File: src/logic/scu_pkg.sv
package scu_pkg;

	// fixed upper part of the seven-bit slave address
	localparam logic [3:0] ADDR_PREFIX = 4'h9;

	// number of configuration registers
	localparam int NREG = 4;

	// register pointers
	localparam logic [7:0] PTR_HS_MODES  = 8'h00;
	localparam logic [7:0] PTR_AUX_MODES = 8'h01;
	localparam logic [7:0] PTR_RX_SET    = 8'h10;
	localparam logic [7:0] PTR_TX_SET    = 8'h21;

	// register indices
	localparam logic [1:0] IDX_HS  = 2'h0;
	localparam logic [1:0] IDX_AUX = 2'h1;
	localparam logic [1:0] IDX_RX  = 2'h2;
	localparam logic [1:0] IDX_TX  = 2'h3;

	// constant rx default, unmapped read and reset values
	localparam logic [7:0] RX_SET_DEFAULT = 8'h01;
	localparam logic [7:0] UNMAPPED_READ  = 8'h00;
	localparam logic [7:0] CFG_RESET      = 8'h00;

	// clock period and per-register update windows
	localparam int CLK_PERIOD_PS = 5000;
	localparam int UPD_HS_NS     = 1000;
	localparam int UPD_AUX_NS    = 1000;
	localparam int UPD_RX_NS     = 500;
	localparam int UPD_TX_NS     = 500;
	localparam int UPD_CYC [NREG] = '{
		(UPD_HS_NS * 1000 + CLK_PERIOD_PS - 1) / CLK_PERIOD_PS,
		(UPD_AUX_NS * 1000 + CLK_PERIOD_PS - 1) / CLK_PERIOD_PS,
		(UPD_RX_NS * 1000 + CLK_PERIOD_PS - 1) / CLK_PERIOD_PS,
		(UPD_TX_NS * 1000 + CLK_PERIOD_PS - 1) / CLK_PERIOD_PS
	};

	// serial engine states, gray along the write path
	typedef enum logic [3:0] {
		S_IDLE  = 4'h0,
		S_ADDR  = 4'h1,
		S_ACK_A = 4'h3,
		S_PTR   = 4'h2,
		S_ACK_P = 4'h6,
		S_WDATA = 4'h7,
		S_ACK_W = 4'h5,
		S_WAIT  = 4'h4,
		S_RDATA = 4'hc,
		S_RACK  = 4'hd
	} scu_state_e;

	// pointer decode: {hit, index}
	function automatic logic [2:0] ptr_decode(input logic [7:0] p);
		logic [2:0] r;
		r = 3'h0;
		case (p)
			PTR_HS_MODES:  r = {1'b1, IDX_HS};
			PTR_AUX_MODES: r = {1'b1, IDX_AUX};
			PTR_RX_SET:    r = {1'b1, IDX_RX};
			PTR_TX_SET:    r = {1'b1, IDX_TX};
			default:       r = 3'h0;
		endcase
		return r;
	endfunction

endpackage

File: src/logic/scu_serial_ctrl.sv
`timescale 1ns/1ps
// Summary of operation
// - low reset restores the whole register set
// - hs, aux and tx defaults follow the parallel configuration inputs, rx default is constant
// - parallel control until first matching address
// - first matching address hands over to serial
// - parallel ignored until next reset
// - address is prefix 1001 plus straps
// - write direction bit, acknowledged on match
// - pointer byte latched and acknowledged
// - data byte stored at pointer, acknowledged
// - repeated start read reuses stored pointer
// - read address with direction one acknowledged
// - selected register shifted out msb first
// - configuration changes reach hardware after delay
// - serial delay starts at last bit fall
// - parallel delay starts at pin transition
// - each register has its own window
// - writes in window do not restart it
// - window close applies newest value
// - write after window applies immediately
module scu_serial_ctrl (
	input  wire logic       ref_clk,
	input  wire logic       resetn,
	input  wire logic       scl_in,
	input  wire logic       sda_in,
	output logic            sda_out,
	output logic            sda_oe_n,
	input  wire logic       slave_addr_strap_bit2,
	input  wire logic       slave_addr_strap_bit1,
	input  wire logic       slave_addr_strap_bit0,
	input  wire logic       par_out_en,
	input  wire logic [1:0] par_sel,
	input  wire logic [1:0] par_pre,
	input  wire logic       par_oto,
	input  wire logic       par_ocl,
	output logic      [7:0] phys_hs_modes,
	output logic      [7:0] phys_aux_modes,
	output logic      [7:0] phys_rx_set,
	output logic      [7:0] phys_tx_set,
	output logic            serial_mode
);

	localparam int NREG = scu_pkg::NREG;

	// synchronised pins
	logic [11:0] pin_s;
	wire         scl_s  = pin_s[11];
	wire         sda_s  = pin_s[10];
	wire  [2:0]  strap  = pin_s[9:7];
	wire         p_en   = pin_s[6];
	wire  [1:0]  p_sel  = pin_s[5:4];
	wire  [1:0]  p_pre  = pin_s[3:2];
	wire         p_oto  = pin_s[1];
	wire         p_ocl  = pin_s[0];

	// engine state
	scu_pkg::scu_state_e state_reg;	// current engine state
	scu_pkg::scu_state_e state_next;
	logic [3:0]  cnt_reg;		// scl rises in current byte
	logic [3:0]  cnt_next;
	logic [7:0]  shift_reg;		// incoming bits
	logic [7:0]  ptr_reg;		// register pointer
	logic [7:0]  tx_reg;		// outgoing bits
	logic [7:0]  tx_next;
	logic        rw_reg;		// direction of the last address
	logic        drive_reg;		// pulls sda low when set
	logic        drive_next;
	logic        serial_reg;	// serial control has taken over
	logic        scl_prev_reg;	// previous synced scl
	logic        sda_prev_reg;	// previous synced sda

	// register set and its next values
	logic [7:0]  cfg_reg   [NREG];
	logic [7:0]  cfg_next  [NREG];
	logic [7:0]  par_word  [NREG];
	logic [7:0]  phys      [NREG];
	logic [NREG-1:0] kick;

	// all pins through two flops first
	scu_sync #(
		.W (12)
	) u_sync (
		.clk    (ref_clk),
		.resetn (resetn),
		.d      ({scl_in, sda_in, slave_addr_strap_bit2, slave_addr_strap_bit1,
		          slave_addr_strap_bit0, par_out_en, par_sel, par_pre, par_oto,
		          par_ocl}),
		.q      (pin_s)
	);

	// bus edge and condition decode
	wire scl_rise  = scl_s & ~scl_prev_reg;
	wire scl_fall  = ~scl_s & scl_prev_reg;
	wire start_det = scl_s & scl_prev_reg & sda_prev_reg & ~sda_s;
	wire stop_det  = scl_s & scl_prev_reg & ~sda_prev_reg & sda_s;
	wire byte_done = scl_fall & (cnt_reg == 4'h8);

	wire addr_match = (shift_reg[7:1] == {scu_pkg::ADDR_PREFIX, strap});
	wire ack_addr   = (state_reg == scu_pkg::S_ADDR) & byte_done & addr_match;
	// write strobe at last bit fall
	wire wr_stb     = (state_reg == scu_pkg::S_WDATA) & byte_done;

	// pointer decode shared by read and write
	wire [2:0] ptr_dec = scu_pkg::ptr_decode(ptr_reg);
	wire       ptr_hit = ptr_dec[2];
	wire [1:0] ptr_idx = ptr_dec[1:0];
	wire [7:0] rd_val  = ptr_hit ? cfg_reg[ptr_idx] : scu_pkg::UNMAPPED_READ;

	// parallel pins mapped to register defaults
	assign par_word[scu_pkg::IDX_HS]  = {1'b0, p_en, 4'h0, p_sel};
	assign par_word[scu_pkg::IDX_AUX] = {1'b0, p_en, 4'h0, p_sel};
	assign par_word[scu_pkg::IDX_RX]  = scu_pkg::RX_SET_DEFAULT;
	assign par_word[scu_pkg::IDX_TX]  = {4'h0, p_pre, p_oto, p_ocl};

	// register next values and update windows
	for (genvar i = 0; i < NREG; i++) begin : g_reg
		wire wr_hit = wr_stb & ptr_hit & (ptr_idx == 2'(i));
		// parallel values until serial takeover
		assign cfg_next[i] = !serial_reg ? par_word[i] :
		                     wr_hit ? shift_reg : cfg_reg[i];
		// pin change or serial write kicks
		assign kick[i] = wr_hit | (cfg_next[i] != cfg_reg[i]);

		scu_upd_delay #(
			.WIN (scu_pkg::UPD_CYC[i])
		) u_upd (
			.clk    (ref_clk),
			.resetn (resetn),
			.cfg_in (cfg_next[i]),
			.kick   (kick[i]),
			.phys   (phys[i])
		);

		always_ff @(posedge ref_clk or negedge resetn) begin
			if (!resetn) begin
				cfg_reg[i] <= scu_pkg::CFG_RESET;
			end else begin
				cfg_reg[i] <= cfg_next[i];
			end
		end
	end

	// engine next state, counter and drive
	always_comb begin
		state_next = state_reg;
		cnt_next   = scl_rise ? cnt_reg + 4'h1 : cnt_reg;
		drive_next = drive_reg;
		tx_next    = tx_reg;
		if (stop_det) begin
			// stop frees the bus
			state_next = scu_pkg::S_IDLE;
			drive_next = 1'b0;
		end else if (start_det) begin
			state_next = scu_pkg::S_ADDR;
			cnt_next   = 4'h0;
			drive_next = 1'b0;
		end else begin
			unique case (state_reg)
				scu_pkg::S_IDLE, scu_pkg::S_WAIT: begin
					// wait for a start
					drive_next = 1'b0;
				end
				scu_pkg::S_ADDR: begin
					if (byte_done) begin
						state_next = addr_match ? scu_pkg::S_ACK_A : scu_pkg::S_WAIT;
						drive_next = addr_match;
						cnt_next   = 4'h0;
					end
				end
				scu_pkg::S_ACK_A: begin
					if (scl_fall) begin
						state_next = rw_reg ? scu_pkg::S_RDATA : scu_pkg::S_PTR;
						drive_next = rw_reg & ~rd_val[7];
						tx_next    = rd_val;
						cnt_next   = 4'h0;
					end
				end
				scu_pkg::S_PTR: begin
					if (byte_done) begin
						state_next = scu_pkg::S_ACK_P;
						drive_next = 1'b1;
						cnt_next   = 4'h0;
					end
				end
				scu_pkg::S_ACK_P: begin
					// release after pointer ack
					if (scl_fall) begin
						state_next = scu_pkg::S_WDATA;
						drive_next = 1'b0;
						cnt_next   = 4'h0;
					end
				end
				scu_pkg::S_WDATA: begin
					if (byte_done) begin
						state_next = scu_pkg::S_ACK_W;
						drive_next = 1'b1;
						cnt_next   = 4'h0;
					end
				end
				scu_pkg::S_ACK_W: begin
					// one byte per write, then wait for a start
					if (scl_fall) begin
						state_next = scu_pkg::S_WAIT;
						drive_next = 1'b0;
					end
				end
				scu_pkg::S_RDATA: begin
					if (byte_done) begin
						state_next = scu_pkg::S_RACK;
						drive_next = 1'b0;
						cnt_next   = 4'h0;
					end else if (scl_fall) begin
						tx_next    = {tx_reg[6:0], 1'b0};
						drive_next = ~tx_reg[6];
					end
				end
				scu_pkg::S_RACK: begin
					if (scl_fall) begin
						state_next = scu_pkg::S_WAIT;
						drive_next = 1'b0;
					end
				end
				default: begin
					// illegal code recovers to idle
					state_next = scu_pkg::S_IDLE;
					drive_next = 1'b0;
				end
			endcase
		end
	end

	// engine flops
	always_ff @(posedge ref_clk or negedge resetn) begin
		if (!resetn) begin
			state_reg <= scu_pkg::S_IDLE;
			cnt_reg   <= 4'h0;
			drive_reg <= 1'b0;
			tx_reg    <= 8'h00;
		end else begin
			state_reg <= state_next;
			cnt_reg   <= cnt_next;
			drive_reg <= drive_next;
			tx_reg    <= tx_next;
		end
	end

	// bit capture, pointer and direction
	always_ff @(posedge ref_clk or negedge resetn) begin
		if (!resetn) begin
			shift_reg <= 8'h00;
			ptr_reg   <= 8'h00;
			rw_reg    <= 1'b0;
		end else begin
			if (scl_rise) begin
				shift_reg <= {shift_reg[6:0], sda_s};
			end
			// direction bit kept with the address
			if ((state_reg == scu_pkg::S_ADDR) && byte_done) begin
				rw_reg <= shift_reg[0];
			end
			if ((state_reg == scu_pkg::S_PTR) && byte_done) begin
				ptr_reg <= shift_reg;
			end
		end
	end

	// edge history and serial takeover
	always_ff @(posedge ref_clk or negedge resetn) begin
		if (!resetn) begin
			scl_prev_reg <= 1'b1;
			sda_prev_reg <= 1'b1;
			serial_reg   <= 1'b0;
		end else begin
			scl_prev_reg <= scl_s;
			sda_prev_reg <= sda_s;
			serial_reg   <= serial_reg | ack_addr;
		end
	end

	// open-drain pin and outputs
	assign sda_out        = 1'b0;
	assign sda_oe_n       = ~drive_reg;
	assign serial_mode    = serial_reg;
	assign phys_hs_modes  = phys[scu_pkg::IDX_HS];
	assign phys_aux_modes = phys[scu_pkg::IDX_AUX];
	assign phys_rx_set    = phys[scu_pkg::IDX_RX];
	assign phys_tx_set    = phys[scu_pkg::IDX_TX];

	// parallel tracking before takeover
	property p_par_track;
		@(posedge ref_clk) disable iff (!resetn)
		!serial_reg |=> (cfg_reg[0] == $past(par_word[0])) && (cfg_reg[3] == $past(par_word[3]));
	endproperty
	a_par_track: assert property (p_par_track) else $error("parallel not tracked");

	// takeover is permanent until reset
	property p_sticky;
		@(posedge ref_clk) disable iff (!resetn)
		serial_reg |=> serial_reg;
	endproperty
	a_sticky: assert property (p_sticky) else $error("serial mode dropped");

	// pins ignored in serial mode
	property p_ignore;
		@(posedge ref_clk) disable iff (!resetn)
		(serial_reg && !wr_stb) |=> $stable(cfg_reg[0]) && $stable(cfg_reg[3]);
	endproperty
	a_ignore: assert property (p_ignore) else $error("register moved without write");

	// matched address takes over and acks
	property p_ack_addr;
		@(posedge ref_clk) disable iff (!resetn)
		ack_addr && !start_det && !stop_det |=> serial_reg && drive_reg
			&& (state_reg == scu_pkg::S_ACK_A);
	endproperty
	a_ack_addr: assert property (p_ack_addr) else $error("no ack on match");

	// mismatch leaves the bus released
	property p_nack;
		@(posedge ref_clk) disable iff (!resetn)
		(state_reg == scu_pkg::S_ADDR) && byte_done && !addr_match
			&& !start_det && !stop_det |=> !drive_reg ##1 !drive_reg;
	endproperty
	a_nack: assert property (p_nack) else $error("ack on foreign address");

	// pointer latched from the received byte
	property p_ptr;
		@(posedge ref_clk) disable iff (!resetn)
		(state_reg == scu_pkg::S_PTR) && byte_done |=> ptr_reg == $past(shift_reg);
	endproperty
	a_ptr: assert property (p_ptr) else $error("pointer not latched");

	// written byte lands in the pointed register
	property p_store;
		@(posedge ref_clk) disable iff (!resetn)
		wr_stb && ptr_hit && serial_reg |=> cfg_reg[$past(ptr_idx)] == $past(shift_reg);
	endproperty
	a_store: assert property (p_store) else $error("write not stored");

	// read starts with the register msb
	property p_rd_msb;
		@(posedge ref_clk) disable iff (!resetn)
		(state_reg == scu_pkg::S_ACK_A) && scl_fall && rw_reg && !start_det && !stop_det
			|=> (drive_reg == !$past(rd_val[7])) && (state_reg == scu_pkg::S_RDATA);
	endproperty
	a_rd_msb: assert property (p_rd_msb) else $error("read msb wrong");

endmodule

File: src/logic/scu_sync.sv
`timescale 1ns/1ps
// two-stage synchroniser for pins from outside the clock domain
module scu_sync #(
	parameter int W = 1
) (
	input  wire logic         clk,
	input  wire logic         resetn,
	input  wire logic [W-1:0] d,
	output logic      [W-1:0] q
);

	logic [W-1:0] meta_reg;	// first stage, read only by q

	// plain two-flop chain
	always_ff @(posedge clk or negedge resetn) begin
		if (!resetn) begin
			meta_reg <= '0;
			q        <= '0;
		end else begin
			meta_reg <= d;
			q        <= meta_reg;
		end
	end

endmodule

File: src/logic/scu_upd_delay.sv
`timescale 1ns/1ps
// per-register update window between stored and physical value
module scu_upd_delay #(
	parameter int WIN = 200
) (
	input  wire logic       clk,
	input  wire logic       resetn,
	input  wire logic [7:0] cfg_in,
	input  wire logic       kick,
	output logic      [7:0] phys
);

	logic [15:0] cnt_reg;	// cycles left in the open window
	wire         idle = (cnt_reg == 16'h0);

	// physical value lags the register
	// apply at once when idle, again at window close
	always_ff @(posedge clk or negedge resetn) begin
		if (!resetn) begin
			cnt_reg <= 16'h0;
			phys    <= 8'h00;
		end else if (idle) begin
			if (kick) begin
				phys    <= cfg_in;
				cnt_reg <= 16'(WIN);
			end
		end else begin
			cnt_reg <= cnt_reg - 16'h1;
			if (cnt_reg == 16'h1) begin
				phys <= cfg_in;
			end
		end
	end

	// idle kick loads value and opens a full window
	property p_open;
		@(posedge clk) disable iff (!resetn)
		(idle && kick) |=> (phys == $past(cfg_in)) && (cnt_reg == 16'(WIN));
	endproperty
	a_open: assert property (p_open) else $error("window open failed");

	// a kick inside the window does not restart it
	property p_norestart;
		@(posedge clk) disable iff (!resetn)
		(!idle && kick) |=> (cnt_reg == $past(cnt_reg) - 16'h1);
	endproperty
	a_norestart: assert property (p_norestart) else $error("window restarted");

	// physical value frozen while the window runs
	property p_hold;
		@(posedge clk) disable iff (!resetn)
		(cnt_reg > 16'h1) |=> $stable(phys);
	endproperty
	a_hold: assert property (p_hold) else $error("early physical update");

	// closing applies the newest value
	property p_close;
		@(posedge clk) disable iff (!resetn)
		(cnt_reg == 16'h1) |=> (phys == $past(cfg_in)) && idle;
	endproperty
	a_close: assert property (p_close) else $error("close missed value");

endmodule

File: config.mk
export PLATFORM = sky130hd
export DESIGN_NAME = scu_serial_ctrl
export DESIGN_NICKNAME = d
export VERILOG_FILES = /design/src/logic/scu_pkg.sv /design/src/logic/scu_serial_ctrl.sv /design/src/logic/scu_sync.sv /design/src/logic/scu_upd_delay.sv
export SDC_FILE = /design/constraint.sdc
export NUM_CORES = 1
export LEC_CHECK = 0
export BUFFER_PORTS_ARGS = -buffer_cell sky130_fd_sc_hd__buf_2
export CAP_MARGIN = 20
export CORE_MARGIN = 2
export CORE_UTILIZATION = 45
export DETAILED_ROUTE_END_ITERATION = 12
export PLACE_DENSITY_LB_ADDON = 0.1
export SYNTH_ARGS = -nofsm -noshare
export SYNTH_HDL_FRONTEND = slang
export SYNTH_SLANG_ARGS = --single-unit
File: constraint.sdc
create_clock -name ref_clk -period 6.85 [get_ports ref_clk]
set_input_delay 0.3425 -clock ref_clk [delete_from_list [all_inputs] [get_ports ref_clk]]
set_output_delay 0.3425 -clock ref_clk [all_outputs]
set_load 0.01 [all_outputs]
==> key figures <==
Routing
  • Drt total wl: 18,900 um
  • Via Count: 6,075
  • DR DRC count: 0
  • Met3 Wirelength: 468 um
  • DR top layer: met4
  • Vias per std cell: 5.40
  • Initial detailed-routing violation count: 369
  • First-pass detailed-route iteration total: 4
  • Met1 wire length: 9020 um
  • Routed wl met2: 9220 um
  • Drt wl/cell: 16.8 um
  • Antenna Nets Post-Route: 0

Timing
  • Worst setup margin: 3.89 ns
  • Clock Skew: 0.0138 ns
  • Max Clk Rate: 0.337 GHz
  • Slew headroom: 40.0%
  • TNS Setup: 0 ns
  • Crit path time final: 2.96 ns
  • RSZ-0062 raised after global routing: no
  • Hold Fails Final Rpt: 0
  • Slew @ Worst Pin: 0.896 ns
  • Fin. max-slew vios: 0
  • # setup viols final: 0
  • Period utilization: 43.3%

Synth
  • Synth Area in XOR/XNOR: 5.67%
  • Netlist cell types: 64
  • Syn avg cell area: 11.0 um2
  • Top FF cell, synth: dfrtp_1
  • Post-synth EDFFs: 0
  • Register area share after synthesis: 53.5%
  • Flop and latch count out of synthesis: 188
  • Syn Inst Count: 798
  • Ys async rst share: 100%
  • Syn Nets: 826
  • Mux contribution to synthesized area: 10.8%
  • Synthesized area: 8800 um2
  • Post-synthesis compound-gate area fraction: 9.50%
  • Synth Area in Adders: 1.99%
  • Simple-gate portion of the synthesized area: 16.2%
  • Ys Warns: 0
  • Largest family of logic cells by synthesized area: simple AND/OR/NAND/NOR gates

Setup path
  • Worst Path Buf+Inv: 1
  • Largest delay share family, worst path: simple AND/OR/NAND/NOR gates
  • R2r endpoint: g_reg[2].u_upd.phys[1]
  • Crit path capture type: register
  • FF-to-FF setup slack: 3.89 ns
  • Arr. time, crit path: 3.27 ns
  • CP peak stage delay: 0.72 ns
  • Startpoint Class: register
  • Critical R2R Launch: state_reg[1]
  • Critical path class: register to register
  • Slowest CP cell: dfrtp_1
  • Cell Chain, Critical Path: and4bb_2, nand4_1, nor3_1, buf_4, nor2_1, a211oi_2, mux2_2
  • Max FO, Critical Path: 22
  • R2R cell count: 7
  • Req. time, crit path: 7.16 ns

Hold path
  • Hold WC Path Type: input port to register
  • HP Start: par_sel[1]
  • Worst hold endpoint: u_sync.meta_reg[5]
  • Hold Path Depth: 1

Power
  • Peak supply drop: 0.000220 V
  • Power Dens Cells: 316 nW/um2
  • LEAKAGE: 4.48 nW

Cells and area
  • # nets final: 875
  • Max reg flops: 64
  • Share of cells above drive strength 1: 16.8%
  • Ant diodes: 0
  • Layout area overhead: 14.3%

Floorplanning
  • Std cell rows: 51
  • Core ar.: 19,300 um2
  • Initial Utilization: 45.5%
  • Chip Width: 144 um
  • Top Ports: 49
  • Die height: 144 um
  • Die Area: 20,700 um2

GRT
  • Total GRT Usage: 19.3%
  • Vias in the first global route: 6,149
  • Initial antenna violation count: 0
  • Largest net degree at the start of global routing: 118
  • First-pass GRT wire length: 31,400 um
  • Remaining global-route overflow: 0

Placed design
  • HPWL Detailed: 13,100 um
  • Pre-CTS WS: 3.90 ns
  • Number of port buffers: 47
  • Placer Congestion: 0.803

Run status
  • Status: finished clean

Clock tree
  • Clock latency on the worst-skew pair: 0.43 ns
  • CTS Sinks: 188
  • Longest Clk Path Bufs: 2
  • CTS buffer count: 17
  • Root buffer cell: clkbuf_16
  • CTS tree: built
  • Clock-pin slew on the worst setup and hold paths: 0.07 ns
  • CTS H-tree depth: 4

Job
  • Max cap viols: 0
## metal layers
| layer | GRT usage (%) | up-vias |
|---|---|---|
| met1 | 26.6 | 3055 |
| met5 | 0 | - |
| met3 | 3.93 | 11 |
| met2 | 31.8 | 76 |
| li1 | - | 2933 |
| met4 | 4.49 | 0 |
## per-stage QoR
stage	power, mW	hold WS, ns	util (%)	std cells	instance area, um2
floorplan	1.88	0.0469	-	798	8800
global placement	2.05	0.338	47.9	1082	9260
detailed placement	2.08	0.337	47.9	1083	9270
CTS	3.22	0.000259	51.6	1118	9980
global route	3.36	0.00455	52.0	1124	10100
finish	3.18	0.0214	52.0	1124	10100
## final cells by class
type,count,area [um2]
clock buffers,19,433
clock inverters,12,233
fillers,1738,9280
inverters,16,60.1
multi-input cells,562,3890
flip-flops and latches,188,4710
well taps,265,332
repair buffers,62,400
## cells in the final DEF, fill, tap and decap left out, drive strengths merged, types with 13 or more instances in the layout
cell type    n
dfrtp      186
nor2        83
nand2       57
buf         53
mux2        50
mux2i       39
a21oi       38
xnor2       34
nor3        26
xor2        23
o21ai       20
nor4        20
inv         20
clkbuf      19
nor2b       15
ha          14
nand3       13
## worst reg2reg max path, cell delays in order, from the launching register on
cell and delay [ns]:
dfrtp_1 0.72, and4bb_2 0.38, nand4_1 0.18, nor3_1 0.18
buf_4 0.24, nor2_1 0.08, a211oi_2 0.66, mux2_2 0.41
## synthesized netlist by cell type, types with 4 or more instances
master	number	area share, %
ha_1	14	2.0
xnor2_1	34	3.4
nor2_1	83	3.5
or3_1	9	0.64
dfrtp_1	186	53
nor3_1	26	1.5
o31ai_1	6	0.51
and3_1	5	0.36
nand2_1	57	2.4
or4_1	11	0.94
o22ai_1	4	0.28
inv_1	16	0.68
a21boi_0	10	0.85
nand4_1	6	0.43
nand3b_1	5	0.43
a21oi_1	38	2.2
xor2_1	23	2.3
nor2b_1	15	1.1
nor4_1	19	1.4
a32oi_1	8	0.80
mux2i_1	39	4.4
nand2b_1	7	0.50
mux2_2	50	6.4
nand3_1	13	0.74
clkbuf_1	25	1.1
o21ai_0	20	1.1
a211oi_1	4	0.34
o21bai_1	9	0.77
## power breakdown
group	internal (mW)	switching, mW
clock network	0.690	0.427
registers	1.30	0.235
logic	0.252	0.274
total	2.25	0.935
## how the worst max path moves through the flow
| stage | start | to | cells past startpoint | slack (ns) |
|---|---|---|---|---|
| after detailed placement | state_reg[1] | g_reg[2].u_upd.phys[1] | 7 | 3.90 |
| after floorplan | cnt_reg[0] | g_reg[2].u_upd.phys[0] | 10 | 4.31 |
| final | state_reg[1] | g_reg[2].u_upd.phys[1] | 7 | 3.89 |
| after global routing | ptr_reg[5] | g_reg[2].u_upd.phys[5] | 7 | 3.60 |
| after CTS | ptr_reg[5] | g_reg[2].u_upd.phys[1] | 7 | 3.88 |
| after global placement | state_reg[1] | g_reg[2].u_upd.phys[5] | 7 | 3.92 |
## cell families (layout without fill, tap and decap cells)
logic type	count (synthesis)	in the layout
adder cells (fa/ha/maj)	14	14
flip-flops	188	188
buffers and inverters	48	109
multiplexers	89	89
XOR/XNOR	57	57
AO/OA/AOI/OAI	125	125
AND/OR/NAND/NOR	276	276
other	1	1
## repair_timing
item	4_1_cts	5_1_grt
endpoints found under the hold margin	4	45
buffers inserted	0	0
hold buffers	4	5
gates resized for setup	0	0
No activity file was read; power rests on OpenSTA's default activity.
